## config.mk

```make
export PLATFORM = sky130hd
export DESIGN_NAME = program_space_address_mapper
export DESIGN_NICKNAME = d
export VERILOG_FILES = /design/src/pspace_pkg.sv /design/src/program_space_address_mapper.sv
export SDC_FILE = /design/constraint.sdc
export NUM_CORES = 1
export LEC_CHECK = 0
export ABC_AREA = 1
export BUFFER_PORTS_ARGS = -buffer_cell sky130_fd_sc_hd__buf_2
export CAP_MARGIN = 20
export CORE_AREA = 5 5 173 108
export CTS_CLUSTER_SIZE = 24
export DETAILED_ROUTE_END_ITERATION = 6
export DIE_AREA = 0 0 178 113
export PLACE_DENSITY = 0.75
export SYNTH_ARGS = -nofsm -noshare
export SYNTH_HDL_FRONTEND = slang
export SYNTH_SLANG_ARGS = --single-unit
export TNS_END_PERCENT = 100
```

## constraint.sdc

```tcl
create_clock -name clk_sys_i -period 5 [get_ports clk_sys_i]
set_input_delay 0.25 -clock clk_sys_i [delete_from_list [all_inputs] [get_ports clk_sys_i]]
set_output_delay 0.25 -clock clk_sys_i [all_outputs]
set_load 0.005 [all_outputs]
```

## src/pspace_pkg.sv

```systemverilog
package pspace_pkg;
   // Program address construction
   localparam int PADDR_W = 24;
   localparam int DADDR_W = 16;
   localparam int PAGE_W = 8;
   localparam int CFG_BIT = 23;
   localparam int WIN_LOW_W = 15;
   localparam logic [23:0] USER_TOP = 24'h7ffffe;
   localparam logic [23:0] PC_STEP = 24'h000002;
   localparam logic [23:0] PC_RESET = 24'h000000;
   // Register port offsets
   localparam logic [3:0] REG_TABLE_PAGE = 4'h0;
   localparam logic [3:0] REG_VIS_PAGE = 4'h1;
   localparam logic [3:0] REG_CORE_CTRL = 4'h2;
   localparam logic [3:0] REG_STATUS = 4'h3;
   localparam int VIS_EN_BIT = 2;
   localparam logic [7:0] TABLE_PAGE_RST = 8'h00;
   localparam logic [7:0] VIS_PAGE_RST = 8'h00;
   localparam logic [15:0] CORE_CTRL_RST = 16'h0000;
   // Data space split, 256 bytes with a Y block inside
   localparam logic [15:0] DATA_TOP = 16'h00ff;
   localparam logic [15:0] Y_BASE = 16'h0080;
   localparam logic [15:0] Y_TOP = 16'h00bf;
   // Extra cycles for windowed accesses
   localparam logic [1:0] STALL_ONE = 2'h1;
   localparam logic [1:0] STALL_TWO = 2'h2;

   typedef enum logic [3:0] {
      SRC_FETCH = 4'b0001,
      SRC_TABLE = 4'b0010,
      SRC_WIN = 4'b0100,
      SRC_NONE = 4'b1000
   } psrc_t;

   typedef enum logic [2:0] {
      IC_MAC = 3'b001,
      IC_MOVE = 3'b010,
      IC_OTHER = 3'b100
   } iclass_t;

   typedef struct packed {
      logic req;
      logic tbl;
      logic high;
      logic byte_mode;
      logic wr;
      logic [15:0] ea;
   } tbl_req_t;

   typedef struct packed {
      logic req;
      logic wr;
      logic [15:0] ea;
      iclass_t iclass;
      logic in_repeat;
      logic rep_edge;
   } data_req_t;

   typedef struct packed {
      logic mac;
      logic [15:0] xa;
      logic [15:0] ya;
   } mac_req_t;
endpackage

```

## src/program_space_address_mapper.sv

```systemverilog
// Added by the designer: the register addresses and the plain strobed port.
`timescale 1ns/10ps
`default_nettype none
module program_space_address_mapper (
   input wire logic clk_sys_i,
   input wire logic rst_b_i,
   // Register port
   input wire logic [3:0] reg_addr_i,
   input wire logic [15:0] reg_wdata_i,
   input wire logic reg_wr_i,
   input wire logic reg_rd_i,
   output logic [15:0] reg_rdata_o,
   // Fetch control
   input wire logic fetch_i,
   input wire logic branch_i,
   input wire logic [23:0] branch_addr_i,
   // Table and data requests
   input wire pspace_pkg::tbl_req_t tbl_i,
   input wire pspace_pkg::data_req_t data_i,
   input wire pspace_pkg::mac_req_t mac_i,
   // Program memory
   input wire logic [23:0] pmem_rdata_i,
   output logic [23:0] pmem_addr_o,
   output logic pmem_rd_o,
   output logic pmem_wr_o,
   output logic pmem_wr_high_o,
   output logic [15:0] pmem_wdata_o,
   // Data memory
   output logic [15:0] xmem_addr_o,
   output logic xmem_en_o,
   output logic [15:0] ymem_addr_o,
   output logic ymem_en_o,
   output logic mac_x_err_o,
   // Results to the core
   output logic [15:0] rd_data_o,
   output logic rd_valid_o,
   output logic [1:0] stall_o
);
   import pspace_pkg::*;

   logic rst_s1_r;
   logic rst_s2_r;
   logic rst_n;
   logic [7:0] table_page_r;
   logic [7:0] visibility_page_r;
   logic [15:0] core_control_reg_r;
   logic visibility_enable;
   logic [23:0] pc_r;
   psrc_t src_nxt;
   psrc_t src_r;
   logic [23:0] paddr_nxt;
   logic win_hit;
   logic [1:0] stall_nxt;
   logic tbl_high_r;
   logic tbl_byte_r;
   logic tbl_bsel_r;
   logic rd_pend_r;

   // Y block test shared by decode and the check below
   function automatic logic in_y(input logic [15:0] a);
      in_y = (a >= Y_BASE) && (a <= Y_TOP);
   endfunction

   // Reset release through two flops so deassertion is clean
   always_ff @(posedge clk_sys_i or negedge rst_b_i) begin
      if (!rst_b_i) begin
         rst_s1_r <= 1'b0;
         rst_s2_r <= 1'b0;
      end else begin
         rst_s1_r <= 1'b1;
         rst_s2_r <= rst_s1_r;
      end
   end
   assign rst_n = rst_s2_r;

   // Page and control registers
   always_ff @(posedge clk_sys_i or negedge rst_n) begin
      if (!rst_n) begin
         table_page_r <= TABLE_PAGE_RST;
         visibility_page_r <= VIS_PAGE_RST;
         core_control_reg_r <= CORE_CTRL_RST;
      end else if (reg_wr_i) begin
         case (reg_addr_i)
            REG_TABLE_PAGE: table_page_r <= reg_wdata_i[PAGE_W-1:0];
            REG_VIS_PAGE: visibility_page_r <= reg_wdata_i[PAGE_W-1:0];
            REG_CORE_CTRL: core_control_reg_r <= reg_wdata_i;
            default: ;
         endcase
      end
   end
   assign visibility_enable = core_control_reg_r[VIS_EN_BIT];

   // Page writes land on the next edge; upper write data bits are dropped
   a_table_page_write: assert property (@(posedge clk_sys_i) disable iff (!rst_n)
      (reg_wr_i && reg_addr_i == REG_TABLE_PAGE) |=> table_page_r == $past(reg_wdata_i[PAGE_W-1:0]))
      else $error("table page write lost");
   a_vis_page_write: assert property (@(posedge clk_sys_i) disable iff (!rst_n)
      (reg_wr_i && reg_addr_i == REG_VIS_PAGE) |=> visibility_page_r == $past(reg_wdata_i[PAGE_W-1:0]))
      else $error("visibility page write lost");

   // Read data one cycle after the strobe; unmapped reads as zero
   always_ff @(posedge clk_sys_i or negedge rst_n) begin
      if (!rst_n) begin
         reg_rdata_o <= 16'h0000;
      end else if (reg_rd_i) begin
         case (reg_addr_i)
            REG_TABLE_PAGE: reg_rdata_o <= {8'h00, table_page_r};
            REG_VIS_PAGE: reg_rdata_o <= {8'h00, visibility_page_r};
            REG_CORE_CTRL: reg_rdata_o <= core_control_reg_r;
            REG_STATUS: reg_rdata_o <= {8'h00, src_r, 2'b00, stall_o};
            default: reg_rdata_o <= 16'h0000;
         endcase
      end else begin
         reg_rdata_o <= 16'h0000;
      end
   end

   // Fetch counter; steps by two so words line up with data addressing
   always_ff @(posedge clk_sys_i or negedge rst_n) begin
      if (!rst_n) begin
         pc_r <= PC_RESET;
      end else if (branch_i) begin
         pc_r <= {1'b0, branch_addr_i[22:1], 1'b0};
      end else if (fetch_i && src_nxt == SRC_FETCH) begin
         pc_r <= {1'b0, pc_r[22:0] + PC_STEP[22:0]};
      end
   end

   // Branch target is forced even and kept below the configuration half
   a_branch_load: assert property (@(posedge clk_sys_i) disable iff (!rst_n)
      branch_i |=> pc_r == {1'b0, $past(branch_addr_i[22:1]), 1'b0})
      else $error("branch target not loaded");
   a_pc_user_half: assert property (@(posedge clk_sys_i) disable iff (!rst_n)
      !pc_r[CFG_BIT])
      else $error("fetch counter left user space");

   // Window hit is blocked while a table op runs
   assign win_hit = data_i.req && data_i.ea[DADDR_W-1] && visibility_enable && !tbl_i.req;

   // A window access needs the enable bit and the top EA bit when it was taken
   a_win_enable: assert property (@(posedge clk_sys_i) disable iff (!rst_n)
      (src_r == SRC_WIN) |-> $past(visibility_enable) && $past(data_i.ea[DADDR_W-1]))
      else $error("window taken without enable");

   // Program address source select; table beats window beats fetch
   always_comb begin
      src_nxt = SRC_NONE;
      paddr_nxt = 24'h000000;
      if (tbl_i.req) begin
         src_nxt = SRC_TABLE;
         paddr_nxt = {table_page_r, tbl_i.ea};
      end else if (win_hit) begin
         src_nxt = SRC_WIN;
         paddr_nxt = {1'b0, visibility_page_r, data_i.ea[WIN_LOW_W-1:0]};
      end else if (fetch_i) begin
         src_nxt = SRC_FETCH;
         paddr_nxt = {1'b0, pc_r[22:1], 1'b0};
      end
   end

   // Table and fetch address forms as seen on the memory side
   a_table_addr_map: assert property (@(posedge clk_sys_i) disable iff (!rst_n)
      tbl_i.req |=> pmem_addr_o == {$past(table_page_r), $past(tbl_i.ea)})
      else $error("table address wrong");
   a_fetch_addr: assert property (@(posedge clk_sys_i) disable iff (!rst_n)
      (fetch_i && !tbl_i.req && !win_hit) |=> pmem_addr_o == {1'b0, $past(pc_r[22:1]), 1'b0})
      else $error("fetch address wrong");
   a_fetch_read: assert property (@(posedge clk_sys_i) disable iff (!rst_n)
      (src_r == SRC_FETCH) |-> pmem_rd_o && !pmem_wr_o)
      else $error("fetch not a read");

   // Extra cycles taken by a windowed access
   always_comb begin
      stall_nxt = 2'h0;
      if (win_hit) begin
         if (data_i.in_repeat) begin
            stall_nxt = data_i.rep_edge ? STALL_TWO : 2'h0;
         end else begin
            case (data_i.iclass)
               IC_MAC: stall_nxt = STALL_ONE;
               IC_MOVE: stall_nxt = STALL_ONE;
               IC_OTHER: stall_nxt = STALL_TWO;
               default: stall_nxt = STALL_TWO;
            endcase
         end
      end
   end

   // Stall only ever follows a window hit
   a_repeat_edge: assert property (@(posedge clk_sys_i) disable iff (!rst_n)
      (win_hit && data_i.in_repeat && data_i.rep_edge) |=> stall_o == STALL_TWO)
      else $error("repeat edge iteration not two");
   a_no_win_stall: assert property (@(posedge clk_sys_i) disable iff (!rst_n)
      !win_hit |=> stall_o == 2'h0)
      else $error("stall without window");

   // Program memory request
   always_ff @(posedge clk_sys_i or negedge rst_n) begin
      if (!rst_n) begin
         pmem_addr_o <= 24'h000000;
         pmem_rd_o <= 1'b0;
         pmem_wr_o <= 1'b0;
         pmem_wr_high_o <= 1'b0;
         pmem_wdata_o <= 16'h0000;
         src_r <= SRC_NONE;
         stall_o <= 2'h0;
      end else begin
         pmem_addr_o <= paddr_nxt;
         src_r <= src_nxt;
         stall_o <= stall_nxt;
         pmem_rd_o <= (src_nxt == SRC_FETCH) || (src_nxt == SRC_WIN && !data_i.wr)
                      || (src_nxt == SRC_TABLE && !tbl_i.wr);
         pmem_wr_o <= (src_nxt == SRC_TABLE) && tbl_i.wr;
         pmem_wr_high_o <= tbl_i.high;
         pmem_wdata_o <= tbl_i.high ? {8'h00, reg_wdata_i[7:0]} : reg_wdata_i;
      end
   end

   // Only table ops write, and a write never reads in the same cycle
   a_table_write: assert property (@(posedge clk_sys_i) disable iff (!rst_n)
      (tbl_i.req && tbl_i.wr) |=> pmem_wr_o && !pmem_rd_o && pmem_wr_high_o == $past(tbl_i.high))
      else $error("table write strobe wrong");
   a_write_source: assert property (@(posedge clk_sys_i) disable iff (!rst_n)
      pmem_wr_o |-> src_r == SRC_TABLE)
      else $error("write from non-table source");

   // Read context captured for the returning word
   always_ff @(posedge clk_sys_i or negedge rst_n) begin
      if (!rst_n) begin
         tbl_high_r <= 1'b0;
         tbl_byte_r <= 1'b0;
         tbl_bsel_r <= 1'b0;
         rd_pend_r <= 1'b0;
      end else begin
         tbl_high_r <= tbl_i.req && tbl_i.high;
         tbl_byte_r <= tbl_i.req && tbl_i.byte_mode;
         tbl_bsel_r <= tbl_i.ea[0];
         rd_pend_r <= (src_nxt == SRC_TABLE && !tbl_i.wr) || (src_nxt == SRC_WIN && !data_i.wr);
      end
   end

   // Returned data, lane steering for table and window reads
   always_ff @(posedge clk_sys_i or negedge rst_n) begin
      if (!rst_n) begin
         rd_data_o <= 16'h0000;
         rd_valid_o <= 1'b0;
      end else begin
         rd_valid_o <= rd_pend_r;
         if (!rd_pend_r) begin
            rd_data_o <= 16'h0000;
         end else if (src_r == SRC_WIN) begin
            rd_data_o <= pmem_rdata_i[15:0];
         end else if (tbl_high_r) begin
            if (tbl_byte_r && tbl_bsel_r) begin
               rd_data_o <= 16'h0000;
            end else begin
               rd_data_o <= {8'h00, pmem_rdata_i[23:16]};
            end
         end else if (tbl_byte_r) begin
            rd_data_o <= {8'h00, tbl_bsel_r ? pmem_rdata_i[15:8] : pmem_rdata_i[7:0]};
         end else begin
            rd_data_o <= pmem_rdata_i[15:0];
         end
      end
   end

   // Lane checks use the address bit on the bus, not the captured select
   a_win_read_data: assert property (@(posedge clk_sys_i) disable iff (!rst_n)
      (src_r == SRC_WIN && pmem_rd_o) |=> rd_valid_o && rd_data_o == $past(pmem_rdata_i[15:0]))
      else $error("window read data wrong");
   a_low_word_read: assert property (@(posedge clk_sys_i) disable iff (!rst_n)
      (src_r == SRC_TABLE && pmem_rd_o && !tbl_high_r && !tbl_byte_r)
      |=> rd_data_o == $past(pmem_rdata_i[15:0]))
      else $error("low word read wrong");
   a_low_byte_read: assert property (@(posedge clk_sys_i) disable iff (!rst_n)
      (src_r == SRC_TABLE && pmem_rd_o && !tbl_high_r && tbl_byte_r)
      |=> rd_data_o[7:0] == ($past(pmem_addr_o[0]) ? $past(pmem_rdata_i[15:8]) : $past(pmem_rdata_i[7:0])))
      else $error("low byte read wrong");
   a_high_word_read: assert property (@(posedge clk_sys_i) disable iff (!rst_n)
      (src_r == SRC_TABLE && pmem_rd_o && tbl_high_r && !tbl_byte_r)
      |=> rd_data_o == {8'h00, $past(pmem_rdata_i[23:16])})
      else $error("high word read wrong");

   // Data space routing; Y sits inside X, split only for MAC reads
   always_ff @(posedge clk_sys_i or negedge rst_n) begin
      if (!rst_n) begin
         xmem_addr_o <= 16'h0000;
         xmem_en_o <= 1'b0;
         ymem_addr_o <= 16'h0000;
         ymem_en_o <= 1'b0;
         mac_x_err_o <= 1'b0;
      end else if (mac_i.mac) begin
         xmem_addr_o <= mac_i.xa;
         xmem_en_o <= !in_y(mac_i.xa) && mac_i.xa <= DATA_TOP;
         ymem_addr_o <= mac_i.ya;
         ymem_en_o <= in_y(mac_i.ya);
         mac_x_err_o <= in_y(mac_i.xa);
      end else begin
         xmem_addr_o <= data_i.ea;
         xmem_en_o <= data_i.req && !win_hit && data_i.ea <= DATA_TOP;
         ymem_addr_o <= 16'h0000;
         ymem_en_o <= 1'b0;
         mac_x_err_o <= 1'b0;
      end
   end

   // Dual-operand and composite data routing
   a_mac_x_excl: assert property (@(posedge clk_sys_i) disable iff (!rst_n)
      (mac_i.mac && in_y(mac_i.xa)) |=> !xmem_en_o && mac_x_err_o)
      else $error("MAC X read reached Y block");
   a_mac_pointers: assert property (@(posedge clk_sys_i) disable iff (!rst_n)
      mac_i.mac |=> xmem_addr_o == $past(mac_i.xa) && ymem_addr_o == $past(mac_i.ya))
      else $error("MAC pointer routing wrong");
   a_mac_y_en: assert property (@(posedge clk_sys_i) disable iff (!rst_n)
      (mac_i.mac && in_y(mac_i.ya)) |=> ymem_en_o)
      else $error("MAC Y read not enabled");
   a_composite_x: assert property (@(posedge clk_sys_i) disable iff (!rst_n)
      (!mac_i.mac && data_i.req && data_i.ea <= DATA_TOP) |=> xmem_en_o && xmem_addr_o == $past(data_i.ea))
      else $error("composite access not on X");
   a_y_inside_x: assert property (@(posedge clk_sys_i) disable iff (!rst_n)
      ymem_en_o |-> ymem_addr_o >= Y_BASE && ymem_addr_o <= Y_TOP && ymem_addr_o <= DATA_TOP)
      else $error("Y access outside its block");

   // Checks
   a_win_addr_map: assert property (@(posedge clk_sys_i) disable iff (!rst_n)
      (win_hit && !branch_i) |=> (pmem_addr_o == {1'b0, visibility_page_r, $past(data_i.ea[14:0])}))
      else $error("window address wrong");
   a_table_blocks_win: assert property (@(posedge clk_sys_i) disable iff (!rst_n)
      tbl_i.req |=> (src_r == SRC_TABLE))
      else $error("window not suspended in table op");
   a_user_bit23: assert property (@(posedge clk_sys_i) disable iff (!rst_n)
      (src_r != SRC_TABLE) |-> !pmem_addr_o[CFG_BIT])
      else $error("bit 23 set outside table access");
   a_fetch_even: assert property (@(posedge clk_sys_i) disable iff (!rst_n)
      (src_r == SRC_FETCH) |-> !pmem_addr_o[0])
      else $error("fetch address odd");
   a_pc_step_two: assert property (@(posedge clk_sys_i) disable iff (!rst_n)
      (fetch_i && src_nxt == SRC_FETCH && !branch_i && pc_r[22:0] != 23'h7ffffe)
      |=> pc_r == $past(pc_r) + 24'h000002)
      else $error("fetch step not two");
   a_stall_other: assert property (@(posedge clk_sys_i) disable iff (!rst_n)
      (win_hit && !data_i.in_repeat && data_i.iclass == IC_OTHER) |=> stall_o == 2'h2)
      else $error("other class stall not two");
   a_stall_move: assert property (@(posedge clk_sys_i) disable iff (!rst_n)
      (win_hit && !data_i.in_repeat && data_i.iclass != IC_OTHER) |=> stall_o == 2'h1)
      else $error("move class stall not one");
   a_repeat_mid: assert property (@(posedge clk_sys_i) disable iff (!rst_n)
      (win_hit && data_i.in_repeat && !data_i.rep_edge) |=> stall_o == 2'h0)
      else $error("repeat middle iteration stalled");
   a_high_byte_one: assert property (@(posedge clk_sys_i) disable iff (!rst_n)
      (tbl_i.req && !tbl_i.wr && tbl_i.high && tbl_i.byte_mode && tbl_i.ea[0]) |-> ##2 rd_data_o == 16'h0000)
      else $error("high byte select one not zero");
   a_mac_y_only: assert property (@(posedge clk_sys_i) disable iff (!rst_n)
      !mac_i.mac |=> !ymem_en_o)
      else $error("Y path used outside MAC");
endmodule
`default_nettype wire

```

==> metrics.yaml <==
fin_tns_setup_ps: 0
start_util: 0.441
crit_path_start: "core_control_reg_r[2]"
min_path_type: "input port to flop"
fillCellCount: 1517
grt_pass1_vias: 6427
ioPinCount: 264
final_common_cell: "buf_2"
cp-start-kind: "flop"
regArea_mm2: 0.00443
seq_power_share: 0.479
hold_viol: 0
critPathRequiredTime_ps: 5290
gr-usage-all-layers: 0.216
run_status: "finished, final reports clean"
dr.first_iter.drc_count: 606
num_rows: 37
synth_nets: 996
core_area_mm2: 0.0169
grt_busiest_layer: "met2"
switching_power_mw: 1.01
ys_warn_count: 0
cp-end-kind: "flop"
reg2reg_from: "core_control_reg_r[2]"
area.growth.synth_to_final_pct: 29.9
layout.nets: 1264
path_clk_slew_ps: 80
mostFrequentLayoutCells: "buf_2, nand2_1, dfrtp_1"
cp_max_fo: 25
use_met2: 0.336
hold_path.startpoint: "mac_i[5]"
yosys_register_bits: 177
dieHeight_um: 113
power.density_mw_per_mm2: 356
vdd_drop_max_mv: 0.181
ys_top_cells_by_area: "dfrtp_1, nand2_1, inv_1"
switching_share: 0.293
yosysTopAreaCell: "dfrtp_1"
p_leak_nw: 5.35
syn_area_mm2: 0.00745
rsz0062_at_grt: "false"
overflow: 0
use_met1: 0.312
setup_viol: 0
synth_cell_type_count: 40
grt_max_degree: 176
syn-instance-count: 844
clockBufferDepth: 2
route.detailed.drc: 0
cts_root_buffer: "clkbuf_16"
multi_input_area_mm2: 0.00241
arrival_ps: 2280
die_w_um: 178
place_inst: 1314
htree_levels: 4
criticalPathCategory: "flop to flop"
antenna_found_initial: 0
grt_pass1_wl_um: 34200
grtUsageMet3: 0.0538
drive_above_1_share: 0.282
pwr-share-comb: 0.135
fmax_mhz: 504
clock_latency_ps: 420
vias_per_cell: 4.89
place.gp.congestion: 0.873
ant_nets: 0
wl_um: 22000
dp_hpwl_um: 16500
tightest_slew_ps: 1060
firstDrtPassIters: 5
cts_tree: "yes"
num_vias: 6642
n_antenna_cell: 0
io_buffer_count: 260
stdcell_count: 1359
p_int_mw: 2.44
avgSynthCellArea_um2: 8.83
die_area_mm2: 0.0201
worst_clock_skew_ps: 13.2
clock-sinks: 177
wl_per_cell_um: 16.2
cap_violations: 0
seq_area_frac_synth: 0.594
p_clk_frac: 0.386
cts_buffers: 17
fin_crit_ps: 1990
period_share: 0.397
slew_headroom: 0.291
synth_top_area_share: 0.591
timing.final.max_slew_violations: 0
[path summary, 6_finish.rpt]
kind | end | slack (ps) | cells after the start
worst min register to register | rst_n | 360 | 0
max in group asynchronous | reg_rdata_o[4] | 3710 | 1
worst max-delay path | pc_r[17] | 3010 | 7
min in group asynchronous | rst_n | 130 | 2
worst max register to register | pc_r[17] | 3010 | 7
worst min-delay path | ymem_addr_o[5] | 20 | 3
[state kept, by name, indices dropped and copies added, names as in the netlist, 2 cells and up]
name	cells
rd_data_o	16
pmem_wdata_o	16
table_page_r	8
xmem_addr_o	16
stall_o	2
core_control_reg_r	16
ymem_addr_o	16
pc_r	22
reg_rdata_o	16
src_r	4
pmem_addr_o	24
visibility_page_r	8
[cell families after synthesis]
group / share of synthesized area
and+or+nand+nor: 0.215
xor gates and xnor gates: 0.00353
AOI/OAI and AO/OA: 0.103
DFF: 0.594
buffers and inverters: 0.0824
other: 0.000503
adders and majority gates: 0.00168
[power groups by stage]
stage | registers, mW | clock network [mW] | logic (mW)
3_3_place_gp | 1.67 | 0 | 0.445
2_1_floorplan | 1.68 | 0 | 0.228
4_1_cts | 1.65 | 1.36 | 0.467
5_1_grt | 1.67 | 1.42 | 0.526
6_report | 1.65 | 1.33 | 0.464
3_5_place_dp | 1.68 | 0 | 0.456
[critical path: stages (launching register included)]
cell and delay (ps):
dfrtp_1 430, nand4_4 390, nand3_4 410, nand2_4 230, inv_6 200, nor2_1 50, nand2_1 70, o21ai_1 60
[timing repair]
item / 4_1_cts / 5_1_grt
resized for setup: 0 / 0
setup buffers: 0 / 0
setup endpoints to repair: 0 / 0
hold buffers: 13 / 0
endpoints found under the hold margin: 13 / 0
[synth_stat cells (all sizes together)]
master,number
nand2,206
ha,1
o211ai,7
a21oi,7
inv,129
nor2,120
nand3,27
a31oi,1
clkbuf,15
nand3b,1
a211oi,2
dfrtp,176
o2bb2ai,8
o21a,1
nand4,6
o22ai,8
nor4,5
conb,1
xor2,3
or2,5
nor3,9
dfstp,1
nor4b,1
o221ai,17
buf,10
o21ai,76
and3,1
[through the flow]
step | hold slack [ps] | util | area (um^2) | total power [mW] | worst slack [ps]
finish | 15.6 | 0.573 | 9680 | 3.45 | 3010
global route | 15.3 | 0.573 | 9680 | 3.61 | 2810
CTS | 2.85 | 0.573 | 9680 | 3.47 | 2980
detailed placement | 37.0 | 0.530 | 8950 | 2.13 | 2660
global placement | 36.3 | 0.530 | 8950 | 2.12 | 2660
floorplan | -45.6 | - | 7460 | 1.91 | 2080
[routing by layer]
metal / up-vias / wire [um] / share of wire
met5: - / 0 / 0
met4: 0 / 184 / 0.0084
met3: 17 / 1930 / 0.088
met2: 288 / 9960 / 0.45
met1: 3136 / 9930 / 0.45
li1: 3201 / - / -
[area by class of cell]
type,count,share of cell area
clock inverters,14,0.0164
clock buffers,18,0.0454
inverters,129,0.0511
flip-flops and latches,177,0.458
well taps,234,0.0302
multi-input cells,513,0.249
repair buffers,274,0.150
Power figures use the tool's default switching activity.
